[src/lsem_defs.svh]
`ifndef LSEM_DEFS_SVH
`define LSEM_DEFS_SVH

// ****************************************************************
// clock and timing
// ****************************************************************
`define LSEM_CLK_HZ          10000000
`define LSEM_QUAL_SHORT_MS   40
`define LSEM_QUAL_LONG_S     5.1
`define LSEM_TX_LOSS_CYCLES  70
`define LSEM_QUAL_CW         26

// ****************************************************************
// register indices (byte address is four times the index)
// ****************************************************************
`define LSEM_IDX_MASK   6'h14
`define LSEM_IDX_EDGE   6'h16
`define LSEM_IDX_LIVE   6'h17
`define LSEM_IDX_EVENT  6'h19
`define LSEM_IDX_CLEAR  6'h1A
`define LSEM_IDX_CTRL   6'h1B

// ****************************************************************
// field positions and reset values
// ****************************************************************
`define LSEM_NUM_FLAGS      5
`define LSEM_FLAG_LSB       3
`define LSEM_FLAG_EQ        4
`define LSEM_FLAG_UP        3
`define LSEM_FLAG_DN        2
`define LSEM_FLAG_PAT       1
`define LSEM_FLAG_TCL       0
`define LSEM_MASK_RST       5'h1F
`define LSEM_EDGE_RST       5'h00
`define LSEM_FLAGS_RST      5'h00
`define LSEM_CTRL_AUTO_BIT  0
`define LSEM_CTRL_RLP_BIT   1

`endif

[src/lsem_pkg.sv]
package lsem_pkg;

  // loop code qualification progress
  typedef enum logic [2:0] {
    qual_hunt  = 3'h1,
    qual_count = 3'h2,
    qual_held  = 3'h4
  } lsem_qual_state_type;

  typedef logic [4:0] lsem_flags_type;

endpackage
[src/lsem_clk_loss.sv]
`timescale 1ns/100ps
`include "lsem_defs.svh"

module lsem_clk_loss #(
  parameter int unsigned LOSS_CYC = `LSEM_TX_LOSS_CYCLES
) (
  // clock and reset
  input  wire logic ref_clk_in,
  input  wire logic sys_rst_in,
  // line clock level, already synchronised
  input  wire logic line_clk_in,
  // loss indication
  output logic      loss_out
);

  localparam logic [7:0] LOSS_C = 8'(LOSS_CYC);

  logic       prev_q;
  logic       prev_d;
  logic [7:0] cnt_q;
  logic [7:0] cnt_d;
  logic       loss_q;
  logic       loss_d;

  // ****************************************************************
  // idle counter
  // ****************************************************************
  always_comb begin
    prev_d = line_clk_in;
    cnt_d  = cnt_q;
    if (line_clk_in != prev_q) begin
      cnt_d = '0;
    end else if (cnt_q <= LOSS_C) begin
      // saturates one above the limit so it never wraps
      cnt_d = cnt_q + 1'b1;
    end
    loss_d = (cnt_d > LOSS_C);
  end

  always_ff @(posedge ref_clk_in) begin
    if (sys_rst_in) begin
      prev_q <= 1'b0;
      cnt_q  <= 8'h00;
      loss_q <= 1'b0;
    end else begin
      prev_q <= prev_d;
      cnt_q  <= cnt_d;
      loss_q <= loss_d;
    end
  end

  assign loss_out = loss_q;

endmodule

[src/lsem_line_status_event_monitor.sv]
// Function
// - live status register is read-only and shows present conditions, not history
// - equalizer range flag reads 1 when out of range, 0 in range
// - loop-up flag sets after activate code held error-free beyond qualification time
// - a set loop-up flag stays while error rate holds, clears otherwise
// - qualification time is 40 ms, or 5.1 s when auto loop switch on
// - loop-up flag rising edge starts remote loopback when auto switching enabled
// - loop-down flag qualifies like loop-up flag, using the deactivate code
// - loop-down flag rising edge ends remote loopback
// - pattern sync flag shows live test pattern lock
// - tx clock loss flag sets after over 70 cycles without a toggle
// - unmasked flag raises an event on rise, or any change if edge bit set
// - all five flags read 0 after reset
// - every interrupt mask is 1 after reset
`timescale 1ns/100ps
`include "lsem_defs.svh"

module lsem_line_status_event_monitor #(
  parameter int unsigned QUAL_SHORT_CYC = `LSEM_QUAL_SHORT_MS * (`LSEM_CLK_HZ / 1000),
  parameter int unsigned QUAL_LONG_CYC  = int'(`LSEM_QUAL_LONG_S * `LSEM_CLK_HZ),
  parameter int unsigned TX_LOSS_CYC    = `LSEM_TX_LOSS_CYCLES
) (
  // clock and reset
  input  wire logic        ref_clk_in,
  input  wire logic        sys_rst_in,
  // avalon-mm slave
  input  wire logic [7:0]  avs_address_in,
  input  wire logic        avs_read_in,
  input  wire logic        avs_write_in,
  input  wire logic [31:0] avs_writedata_in,
  input  wire logic [3:0]  avs_byteenable_in,
  output logic      [31:0] avs_readdata_out,
  output logic             avs_waitrequest_out,
  // line conditions from other domains
  input  wire logic        eq_out_of_range_in,
  input  wire logic        loop_up_code_seen_in,
  input  wire logic        loop_up_ber_ok_in,
  input  wire logic        loop_down_code_seen_in,
  input  wire logic        loop_down_ber_ok_in,
  input  wire logic        pattern_sync_in,
  input  wire logic        tx_line_clock_in,
  // results
  output logic             remote_loop_active_out,
  output logic             irq_out
);

  localparam int NF    = `LSEM_NUM_FLAGS;
  localparam int NSYNC = 7;

  // ****************************************************************
  // synchronisers
  // ****************************************************************
  logic [NSYNC-1:0] raw;
  logic [NSYNC-1:0] sync1_q;
  logic [NSYNC-1:0] sync1_d;
  logic [NSYNC-1:0] sync2_q;
  logic [NSYNC-1:0] sync2_d;

  assign raw = {eq_out_of_range_in,
                loop_up_code_seen_in,
                loop_up_ber_ok_in,
                loop_down_code_seen_in,
                loop_down_ber_ok_in,
                pattern_sync_in,
                tx_line_clock_in};

  // the first stage feeds only the second, never any logic
  always_comb begin
    sync1_d = raw;
    sync2_d = sync1_q;
  end

  always_ff @(posedge ref_clk_in) begin
    if (sys_rst_in) begin
      sync1_q <= 7'h00;
      sync2_q <= 7'h00;
    end else begin
      sync1_q <= sync1_d;
      sync2_q <= sync2_d;
    end
  end

  // ****************************************************************
  // condition detectors
  // ****************************************************************
  logic auto_q;
  logic auto_d;
  logic up_flag;
  logic dn_flag;
  logic tcl_flag;

  // both qualifiers follow the auto switch, so their times always stay paired
  lsem_loop_qual #(
    .CW        (`LSEM_QUAL_CW),
    .SHORT_CYC (QUAL_SHORT_CYC),
    .LONG_CYC  (QUAL_LONG_CYC)
  ) u_up_qual (
    .ref_clk_in   (ref_clk_in),
    .sys_rst_in   (sys_rst_in),
    .code_seen_in (sync2_q[5]),
    .ber_ok_in    (sync2_q[4]),
    .long_sel_in  (auto_q),
    .flag_out     (up_flag)
  );

  lsem_loop_qual #(
    .CW        (`LSEM_QUAL_CW),
    .SHORT_CYC (QUAL_SHORT_CYC),
    .LONG_CYC  (QUAL_LONG_CYC)
  ) u_dn_qual (
    .ref_clk_in   (ref_clk_in),
    .sys_rst_in   (sys_rst_in),
    .code_seen_in (sync2_q[3]),
    .ber_ok_in    (sync2_q[2]),
    .long_sel_in  (auto_q),
    .flag_out     (dn_flag)
  );

  lsem_clk_loss #(
    .LOSS_CYC (TX_LOSS_CYC)
  ) u_tx_loss (
    .ref_clk_in  (ref_clk_in),
    .sys_rst_in  (sys_rst_in),
    .line_clk_in (sync2_q[0]),
    .loss_out    (tcl_flag)
  );

  // ****************************************************************
  // live flags and edges
  // ****************************************************************
  lsem_pkg::lsem_flags_type flags;
  lsem_pkg::lsem_flags_type prev_q;
  lsem_pkg::lsem_flags_type prev_d;
  lsem_pkg::lsem_flags_type mask_q;
  lsem_pkg::lsem_flags_type mask_d;
  lsem_pkg::lsem_flags_type edge_q;
  lsem_pkg::lsem_flags_type edge_d;
  lsem_pkg::lsem_flags_type event_q;
  lsem_pkg::lsem_flags_type event_d;
  lsem_pkg::lsem_flags_type evt;
  lsem_pkg::lsem_flags_type clr;

  // eq, pattern and tx loss sources are flip-flops; the loop flags are decoded from the qualifier state registers
  assign flags[`LSEM_FLAG_EQ]  = sync2_q[6];
  assign flags[`LSEM_FLAG_UP]  = up_flag;
  assign flags[`LSEM_FLAG_DN]  = dn_flag;
  assign flags[`LSEM_FLAG_PAT] = sync2_q[1];
  assign flags[`LSEM_FLAG_TCL] = tcl_flag;

  genvar g;
  generate
    for (g = 0; g < NF; g++) begin : g_evt
      logic rise;
      logic fall;
      assign rise   = flags[g] & ~prev_q[g];
      assign fall   = ~flags[g] & prev_q[g];
      // a fall counts only where the edge-select bit asks for both edges
      assign evt[g] = ~mask_q[g] & (rise | (edge_q[g] & fall));
    end
  endgenerate

  // ****************************************************************
  // remote loopback
  // ****************************************************************
  logic rlp_q;
  logic rlp_d;
  logic up_rise;
  logic dn_rise;

  // edges, not levels: a loop flag that stays high never re-arms the loopback
  always_comb begin
    up_rise = flags[`LSEM_FLAG_UP] & ~prev_q[`LSEM_FLAG_UP];
    dn_rise = flags[`LSEM_FLAG_DN] & ~prev_q[`LSEM_FLAG_DN];
    rlp_d   = rlp_q;
    if (up_rise && auto_q) begin
      rlp_d = 1'b1;
    end
    // deactivate wins if both edges land together
    if (dn_rise) begin
      rlp_d = 1'b0;
    end
  end

  // ****************************************************************
  // avalon slave
  // ****************************************************************
  logic [5:0]  idx;
  logic        wait_q;
  logic        wait_d;
  logic [31:0] rdata_q;
  logic [31:0] rdata_d;
  logic [31:0] rd_word;
  logic        wr;
  logic        wr_mask;
  logic        wr_edge;
  logic        wr_ctrl;
  logic        wr_clear;
  logic        irq_q;
  logic        irq_d;

  // one wait cycle: data is loaded at the first edge, taken at the second
  always_comb begin
    idx     = avs_address_in[7:2];
    wait_d  = ~((avs_read_in | avs_write_in) & wait_q);
    // only byte lane 0 matters: every field sits in the low byte
    wr      = avs_write_in & ~wait_q & avs_byteenable_in[0];
    rdata_d = rdata_q;
    if (avs_read_in && wait_q) begin
      rdata_d = rd_word;
    end
  end

  // ****************************************************************
  // readback word
  // ****************************************************************
  // the live view is taken at the first edge, while waitrequest is high, so a read shows the
  // conditions of that cycle and never a latched copy
  always_comb begin
    unique case (idx)
      `LSEM_IDX_MASK:  rd_word = 32'(mask_q) << `LSEM_FLAG_LSB;
      `LSEM_IDX_EDGE:  rd_word = 32'(edge_q) << `LSEM_FLAG_LSB;
      `LSEM_IDX_LIVE:  rd_word = 32'(flags) << `LSEM_FLAG_LSB;
      `LSEM_IDX_EVENT: rd_word = 32'(event_q) << `LSEM_FLAG_LSB;
      `LSEM_IDX_CTRL:  rd_word = 32'({rlp_q, auto_q});
      default:         rd_word = 32'h0000_0000;
    endcase
  end

  // ****************************************************************
  // write decode
  // ****************************************************************
  // a write lands only at the edge that completes it, so one access
  // updates a register once; the live register has no strobe at all
  always_comb begin
    wr_mask  = wr && (idx == `LSEM_IDX_MASK);
    wr_edge  = wr && (idx == `LSEM_IDX_EDGE);
    wr_ctrl  = wr && (idx == `LSEM_IDX_CTRL);
    wr_clear = wr && (idx == `LSEM_IDX_CLEAR);
  end

  // ****************************************************************
  // control registers and sticky events
  // ****************************************************************
  always_comb begin
    mask_d = mask_q;
    edge_d = edge_q;
    auto_d = auto_q;
    clr    = 5'h00;
    prev_d = flags;
    // a mask bit of 0 enables its event: the mask is the enable register
    if (wr_mask) begin
      mask_d = avs_writedata_in[`LSEM_FLAG_LSB +: NF];
    end
    if (wr_edge) begin
      edge_d = avs_writedata_in[`LSEM_FLAG_LSB +: NF];
    end
    // the loop status bit is read-only; only the switch bit is stored
    if (wr_ctrl) begin
      auto_d = avs_writedata_in[`LSEM_CTRL_AUTO_BIT];
    end
    if (wr_clear) begin
      clr = avs_writedata_in[`LSEM_FLAG_LSB +: NF];
    end
    // a new event outranks a clear in the same cycle
    event_d = (event_q & ~clr) | evt;
    irq_d   = |(event_d & ~mask_d);
  end

  always_ff @(posedge ref_clk_in) begin
    if (sys_rst_in) begin
      wait_q  <= 1'b1;
      rdata_q <= 32'h0000_0000;
      mask_q  <= `LSEM_MASK_RST;
      edge_q  <= `LSEM_EDGE_RST;
      auto_q  <= 1'b0;
      prev_q  <= `LSEM_FLAGS_RST;
      event_q <= 5'h00;
      rlp_q   <= 1'b0;
      irq_q   <= 1'b0;
    end else begin
      wait_q  <= wait_d;
      rdata_q <= rdata_d;
      mask_q  <= mask_d;
      edge_q  <= edge_d;
      auto_q  <= auto_d;
      prev_q  <= prev_d;
      event_q <= event_d;
      rlp_q   <= rlp_d;
      irq_q   <= irq_d;
    end
  end

  // ****************************************************************
  // outputs
  // ****************************************************************
  // every output is a flip-flop, so nothing downstream sees decode glitches
  assign avs_readdata_out       = rdata_q;
  assign avs_waitrequest_out    = wait_q;
  assign remote_loop_active_out = rlp_q;
  assign irq_out                = irq_q;

endmodule

[src/lsem_loop_qual.sv]
`timescale 1ns/100ps
`include "lsem_defs.svh"

module lsem_loop_qual #(
  parameter int          CW        = `LSEM_QUAL_CW,
  parameter int unsigned SHORT_CYC = 400000,
  parameter int unsigned LONG_CYC  = 51000000
) (
  // clock and reset
  input  wire logic ref_clk_in,
  input  wire logic sys_rst_in,
  // code detector, already on ref_clk_in
  input  wire logic code_seen_in,
  input  wire logic ber_ok_in,
  input  wire logic long_sel_in,
  // qualified flag
  output logic      flag_out
);

  localparam logic [CW-1:0] SHORT_C = CW'(SHORT_CYC);
  localparam logic [CW-1:0] LONG_C  = CW'(LONG_CYC);

  lsem_pkg::lsem_qual_state_type state_q;
  lsem_pkg::lsem_qual_state_type state_d;
  logic [CW-1:0]                 cnt_q;
  logic [CW-1:0]                 cnt_d;
  logic [CW-1:0]                 limit;
  logic                          good;

  // ****************************************************************
  // qualification
  // ****************************************************************
  always_comb begin
    state_d = state_q;
    cnt_d   = cnt_q;
    good    = code_seen_in & ber_ok_in;
    // the limit follows the switch live; a change mid-count keeps the count
    limit   = long_sel_in ? LONG_C : SHORT_C;
    unique case (state_q)
      lsem_pkg::qual_hunt: begin
        cnt_d = '0;
        if (good) begin
          state_d = lsem_pkg::qual_count;
        end
      end
      lsem_pkg::qual_count: begin
        if (!good) begin
          state_d = lsem_pkg::qual_hunt;
        end else if (cnt_q >= limit) begin
          state_d = lsem_pkg::qual_held;
        end else begin
          cnt_d = cnt_q + 1'b1;
        end
      end
      lsem_pkg::qual_held: begin
        // only the error rate can drop a held flag
        if (!ber_ok_in) begin
          state_d = lsem_pkg::qual_hunt;
        end
      end
      default: begin
        state_d = lsem_pkg::qual_hunt;
      end
    endcase
  end

  always_ff @(posedge ref_clk_in) begin
    if (sys_rst_in) begin
      state_q <= lsem_pkg::qual_hunt;
      cnt_q   <= '0;
    end else begin
      state_q <= state_d;
      cnt_q   <= cnt_d;
    end
  end

  assign flag_out = (state_q == lsem_pkg::qual_held);

endmodule

[config.mk]
export PLATFORM = sky130hd
export DESIGN_NAME = lsem_line_status_event_monitor
export DESIGN_NICKNAME = d
export VERILOG_FILES = /design/src/lsem_pkg.sv /design/src/lsem_clk_loss.sv /design/src/lsem_line_status_event_monitor.sv /design/src/lsem_loop_qual.sv
export VERILOG_INCLUDE_DIRS = /design/src
export SDC_FILE = /design/constraint.sdc
export NUM_CORES = 1
export LEC_CHECK = 0
export CORE_UTILIZATION = 30
export CTS_BUF_LIST = sky130_fd_sc_hd__clkbuf_4
export CTS_CLUSTER_DIAMETER = 80
export DETAILED_ROUTE_END_ITERATION = 8
export DONT_BUFFER_PORTS = 1
export SETUP_SLACK_MARGIN = 0.3
export SKIP_LAST_GASP = 1
export SLEW_MARGIN = 20
export SYNTH_ARGS = -nofsm -noshare
export SYNTH_HDL_FRONTEND = slang
export SYNTH_SLANG_ARGS = --single-unit
export TNS_END_PERCENT = 20
[constraint.sdc]
create_clock -name ref_clk_in -period 5.45 [get_ports ref_clk_in]
set_input_delay 0.545 -clock ref_clk_in [delete_from_list [all_inputs] [get_ports ref_clk_in]]
set_output_delay 0.545 -clock ref_clk_in [all_outputs]
set_load 0.05 [all_outputs]
Word level (Yosys, flattened, before mapping):

Cells that the tools add are included.
W data, S select, Z words.

* bits in registers: 138
* input port bits: 55
* bits in latches: 0
* memory bits (read-only): 0
* logic and storage cells: 137
* memory bits (writable): 0
* memories kept: 0
* output and inout port bits: 35

* shift-type cells: 0
* divide/modulo/power cells: 0
* $add $sub $neg: 3
* equality and inequality tests: 23
* magnitude comparators: 4
* bitwise gates (word level): 53
* reductions and logical operators: 14
* multiplexer cells: 22
* multipliers: 0

Operators with widths (count)
* $mux W26: 5
* $pmux W26 S2: 2
* $add A26 B1 Y26 const B: 2
* $ge A26 B26 Y1: 2
* $pmux W8 S5: 1
* $eq A6 B5 Y1 const B: 6
* $and A1 B1 Y1: 25
* $mux W3: 8
* $pmux W3 S3: 2
* $not A1 Y1: 17
* $mux W8: 2
* $reduce_and A3 Y1: 4
* $and A5 B5 Y5: 2
* $mux W5: 2
* $not A5 Y5: 2
* $add A8 B1 Y8 const B: 1
* $gt A8 B7 Y1 const B: 1
* $le A8 B7 Y1 const B: 1
* $ne A2 B1 Y1 const B: 4
* $ne A2 B2 Y1 const B: 4
* $eq A3 B1 Y1 const B: 2
* $eq A3 B2 Y1 const B: 2
* $eq A3 B3 Y1 const B: 2
* $logic_and A1 B1 Y1: 6
* other kinds (7): 14

Logic depth before layout (Yosys ltp):

* word-level depth: 10
* mapped depth: 10

Cells and area by module:

A second synthesis with hierarchy kept.

* cell total of the unflattened synthesis: 729
* area total of the unflattened synthesis: 6458.7 um2

Modules (own cells, without submodules)
* lsem_loop_qual: cells each 226, seq. area each 580.6 um2, times used 2, area an instance 1938.1 um2
* lsem_line_status_event_monitor: cells each 217, seq. area each 900.9 um2, times used 1, area an instance 2034.5 um2
* lsem_clk_loss: cells each 60, seq. area each 200.2 um2, times used 1, area an instance 548.0 um2

Least setup slack after synthesis:

No wires, ideal clock.

* path kind: register -> register
* start: reg auto_q
* end: reg u_dn_qual.cnt_q[17]
* cell stages (with the launch flop): 11
* setup time: 0.132 ns
* clock period less this slack: 2.643 ns
* arrival: 2.511 ns
* data required time: 5.318 ns
* path buffers: 2
* slack: 2.807 ns
* cell sequence: dfxtp_1 > inv_1 > ha_1 > a211oi_1 > a21oi_1 > o21ai_2 > nand2_1 > clkbuf_1 > clkbuf_1 > o41ai_1 > a21oi_1

* cells in the longest elaborated chain, start to end: 4

RTL lines
* start: declaration: line lsem_line_status_event_monitor.sv:86 `logic auto_q;`
* start signal: assignment: line lsem_line_status_event_monitor.sv:285 `auto_q <= auto_d;`
* $mux W26: line lsem_loop_qual.sv:38 `limit = long_sel_in ? LONG_C : SHORT_C;`
* $ge A26 B26 Y1: line lsem_loop_qual.sv:49 `end else if (cnt_q >= limit) begin`
* $ne A2 B2 Y1 (no line)
* $reduce_and A3 Y1 (no line)
* end signal: assignment: line lsem_loop_qual.sv:73 `cnt_q <= cnt_d;`
* end: declaration: line lsem_loop_qual.sv:25 `logic [CW-1:0] cnt_q;`

No other way between the ends.
A chain may end at the register's enable or synchronous reset.

Worst setup path in the final report:

* start: reg auto_q
* end: reg u_dn_qual.cnt_q[4]

The elaborated chain is that of the path after synthesis.

==> impl_metrics.csv <==
group,metric,value,unit
yosys,synth_area,6030,um2
floorplan,start_util,30.8,%
place,placedCellCount,964,
worst_setup_path,timing.rr.end,"u_dn_qual.cnt_q[4]",
worst_setup_path,crit_type,"flip-flop to flip-flop",
global_route,grt_pass1_wl,22400,um
timing,fin_crit,3730,ps
power,power.density,252,nW/um2
worst_setup_path,r2r_cells,8,
timing,rsz0062_at_grt,"false",
place,place_hpwl,9400,um
yosys,async_flop_share,0,%
timing,clock.fmax,268,MHz
yosys,synth_edf_count,0,
yosys,syn_inst,724,
layout,final_cell_count_no_fill,995,
yosys,yosysUniqueCellTypes,70,
cts,clk_pin_slew,110,ps
status,status,"completed",
worst_setup_path,required,5930,ps
yosys,synth_flop_cell,"dfxtp_1",
power,vdd_drop_max,0.123,mV
timing,tightest_slew,1030,ps
timing,fin_skew,17.9,ps
drt,via_per_inst,5.25,
cts,cts-root-buf,"clkbuf_4",
drt,met3RoutedLength,714,um
job,drv_cap,0,
cts,cts_resized,0,
drt,num_vias,5227,
floorplan,die_width,144,um
floorplan,die_h,144,um
layout,drive_gt1_share,6.71,%
cts,cts_tree,"built",
cts,tritoncts.num_buffers,17,
drt,ant_nets,0,
cts,cts_max_path_buffers,2,
timing,max-slew-margin-rel,31.2,%
floorplan,core_area,19600,um2
global_route,grt_max_degree,51,
min_path,worst_hold_path_type,"primary input to flip-flop",
drt,drt_iter0_drc,290,
worst_setup_path,r2r-start,"auto_q",
global_route,antenna_found_initial,0,
cts,tritoncts_num_sinks,113,
drt,totalWireLength,13700,um
layout,nNetsFinal,793,
drt,drc,0,
min_path,hp-start,"sys_rst_in",
yosys,yosysWarnings,0,
place,numPortBuffers,0,
cts,h-tree-depth,4,
cts,cts_hold_buf,0,
drt,wl_per_cell,13.7,um
place,place_congestion,0.791,
drt,met2_length,6340,um
worst_setup_path,path_max_fanout,34,
yosys,ys_seq_area_share,37.5,%
yosys,avgSynthCellArea,8.33,um2
timing,setup_tns,0,ps
cts,post_cts_buffers,0,
drt,drt-met1-wl,6420,um
cts,worst_skew_pair.late_latency,550,ps
timing,timing.final.crit_share,68.4,%
layout,syn_to_final_growth,7.93,%
min_path,worstHoldPathCells,1,
floorplan,num_rows,51,
floorplan,io_pins,90,
worst_setup_path,cp-end-kind,"flip-flop",
global_route,grt_overflow,0,
power,p_leak,0.00215,uW
worst_setup_path,r2r_slack,1720,ps
layout,diodes,0,
drt,top_layer_used,"met4",
min_path,min_to,"event_q[0]",
global_route,grtUsageTotal,13.7,%
timing,drv_slew,0,
drt,firstDrtPassIters,6,
worst_setup_path,crit_arrival,4210,ps
global_route,grt_pass1_vias,4601,
timing,hold_violations,0,
floorplan,die_area,20700,um2
worst_setup_path,critPathLaunchType,"flip-flop",
timing,setup_violations,0,
yosys,ys_seq_elements,113,
synthesized netlist by cell type (5+ instances only):
cell,number,area share (%)
ha_1,20,4.2
clkbuf_1,22,1.4
a211oi_1,5,0.62
nand3_1,34,2.8
o31ai_1,16,2.0
mux2i_1,10,1.7
or4_1,23,2.9
nor2b_1,27,2.8
inv_1,20,1.2
a22oi_1,7,0.87
nor3_1,15,1.2
nand4b_1,5,0.73
nand3b_1,9,1.1
or3_1,20,2.1
nand2b_1,13,1.3
xnor2_1,5,0.73
and2_1,5,0.52
o21ai_0,33,2.7
dfxtp_1,113,38
nor4_1,8,0.83
o211ai_1,18,2.2
and3_1,9,0.93
o41ai_1,6,0.87
nand2_1,65,4.0
a21oi_1,61,5.1
nor2_1,45,2.8
buf_4,25,3.1
nor3b_1,6,0.75
nand4_1,15,1.6
metal layers:
| layer | global-route usage [%] | vias to the layer above |
|---|---|---|
| li1 | - | 2637 |
| met1 | 18.1 | 2458 |
| met2 | 21.2 | 114 |
| met3 | 4.20 | 18 |
| met4 | 3.75 | 0 |
| met5 | 0 | - |
sequential cells by signal, summed over array words and instances, names as in the netlist, 3 cells and up:
signal and count:
avs_readdata_out 7, edge_q 5, event_q 5, mask_q 5
prev_q 5, sync1_q 7, sync2_q 7, u_dn_qual.cnt_q 26
u_dn_qual.state_q 3, u_tx_loss.cnt_q 8, u_up_qual.cnt_q 26, u_up_qual.state_q 3
area by class of cell:
cell class / instances / area, um2
clock buffer: 18 / 135
clock inverter: 13 / 193
fill: 2089 / 13100
inverter: 20 / 75.1
multi-input combinational: 563 / 3490
sequential: 113 / 2260
tap: 265 / 332
timing repair buffer: 3 / 22.5
through the flow:
stage	setup WS, ps	utilization [%]	total power, uW	area [um2]	hold WS [ps]
after floorplan	2810	-	941	6120	381
after global placement	1750	31.5	929	6170	401
after detailed placement	1750	31.5	929	6170	411
after CTS	1720	33.2	1660	6500	22.2
after global routing	1470	33.2	1700	6510	13.3
final	1720	33.2	1640	6510	72.3
report_power, final:
group / total (uW) / switching [uW] / internal (uW)
clock network: 729 / 324 / 405
registers: 841 / 8.16 / 833
logic: 68.5 / 54.8 / 13.7
total: 1640 / 387 / 1250
critical path: stages, from the launching register on:
cell      delay (ps)
dfxtp_1          680
inv_1            320
ha_1             380
a211oi_1         250
a21oi_1          160
o21ai_2          320
nand2_1          670
or4_1            720
a21oi_1          160
cell usage in the layout, fill, tap and decap left out, types with 3 or more instances in the layout:
cell type and instances:
nor4b_1 3, clkinv_1 4, nand4_1 15, o31ai_1 16
clkinvlp_4 3, and4_1 4, conb_1 25, nor3b_1 6
a31oi_1 4, o21a_1 3, xnor2_1 5, clkbuf_4 18
ha_1 20, buf_4 3, nor2_1 45, o21ai_1 3
mux2i_1 10, o41ai_1 6, nand2b_1 13, inv_1 20
a21oi_1 61, xor2_1 3, and2_1 5, nand4b_1 5
nand3_1 34, o21ai_0 31, and3_1 9, a211oi_1 5
o211ai_1 18, dfxtp_1 113, nand2_1 65, a22oi_1 7
or4_1 23, bufinv_16 5, or3_1 20, nor4_1 8
a221o_1 3, nor3_1 14, nor2b_1 27, nand3b_1 9
worst max path at each step:
stage                               end   start  cells past startpoint
finish               u_dn_qual.cnt_q[4]  auto_q                      8
global route         u_dn_qual.cnt_q[8]  auto_q                      8
CTS                  u_dn_qual.cnt_q[4]  auto_q                      8
detailed placement   u_dn_qual.cnt_q[4]  auto_q                      8
global placement     u_dn_qual.cnt_q[8]  auto_q                      8
floorplan           u_dn_qual.cnt_q[17]  auto_q                     10
cells by family after synthesis:
logic type	after synthesis	synth area share (%)
and+or+nand+nor	319	29.4
AOI/OAI and AO/OA	181	19.7
DFF	113	37.5
buffers and inverters	72	6.31
adders and majority gates	20	4.15
muxes	10	1.66
xor gates and xnor gates	8	1.16
other	1	0.0622
Power figures use the tool's default switching activity.
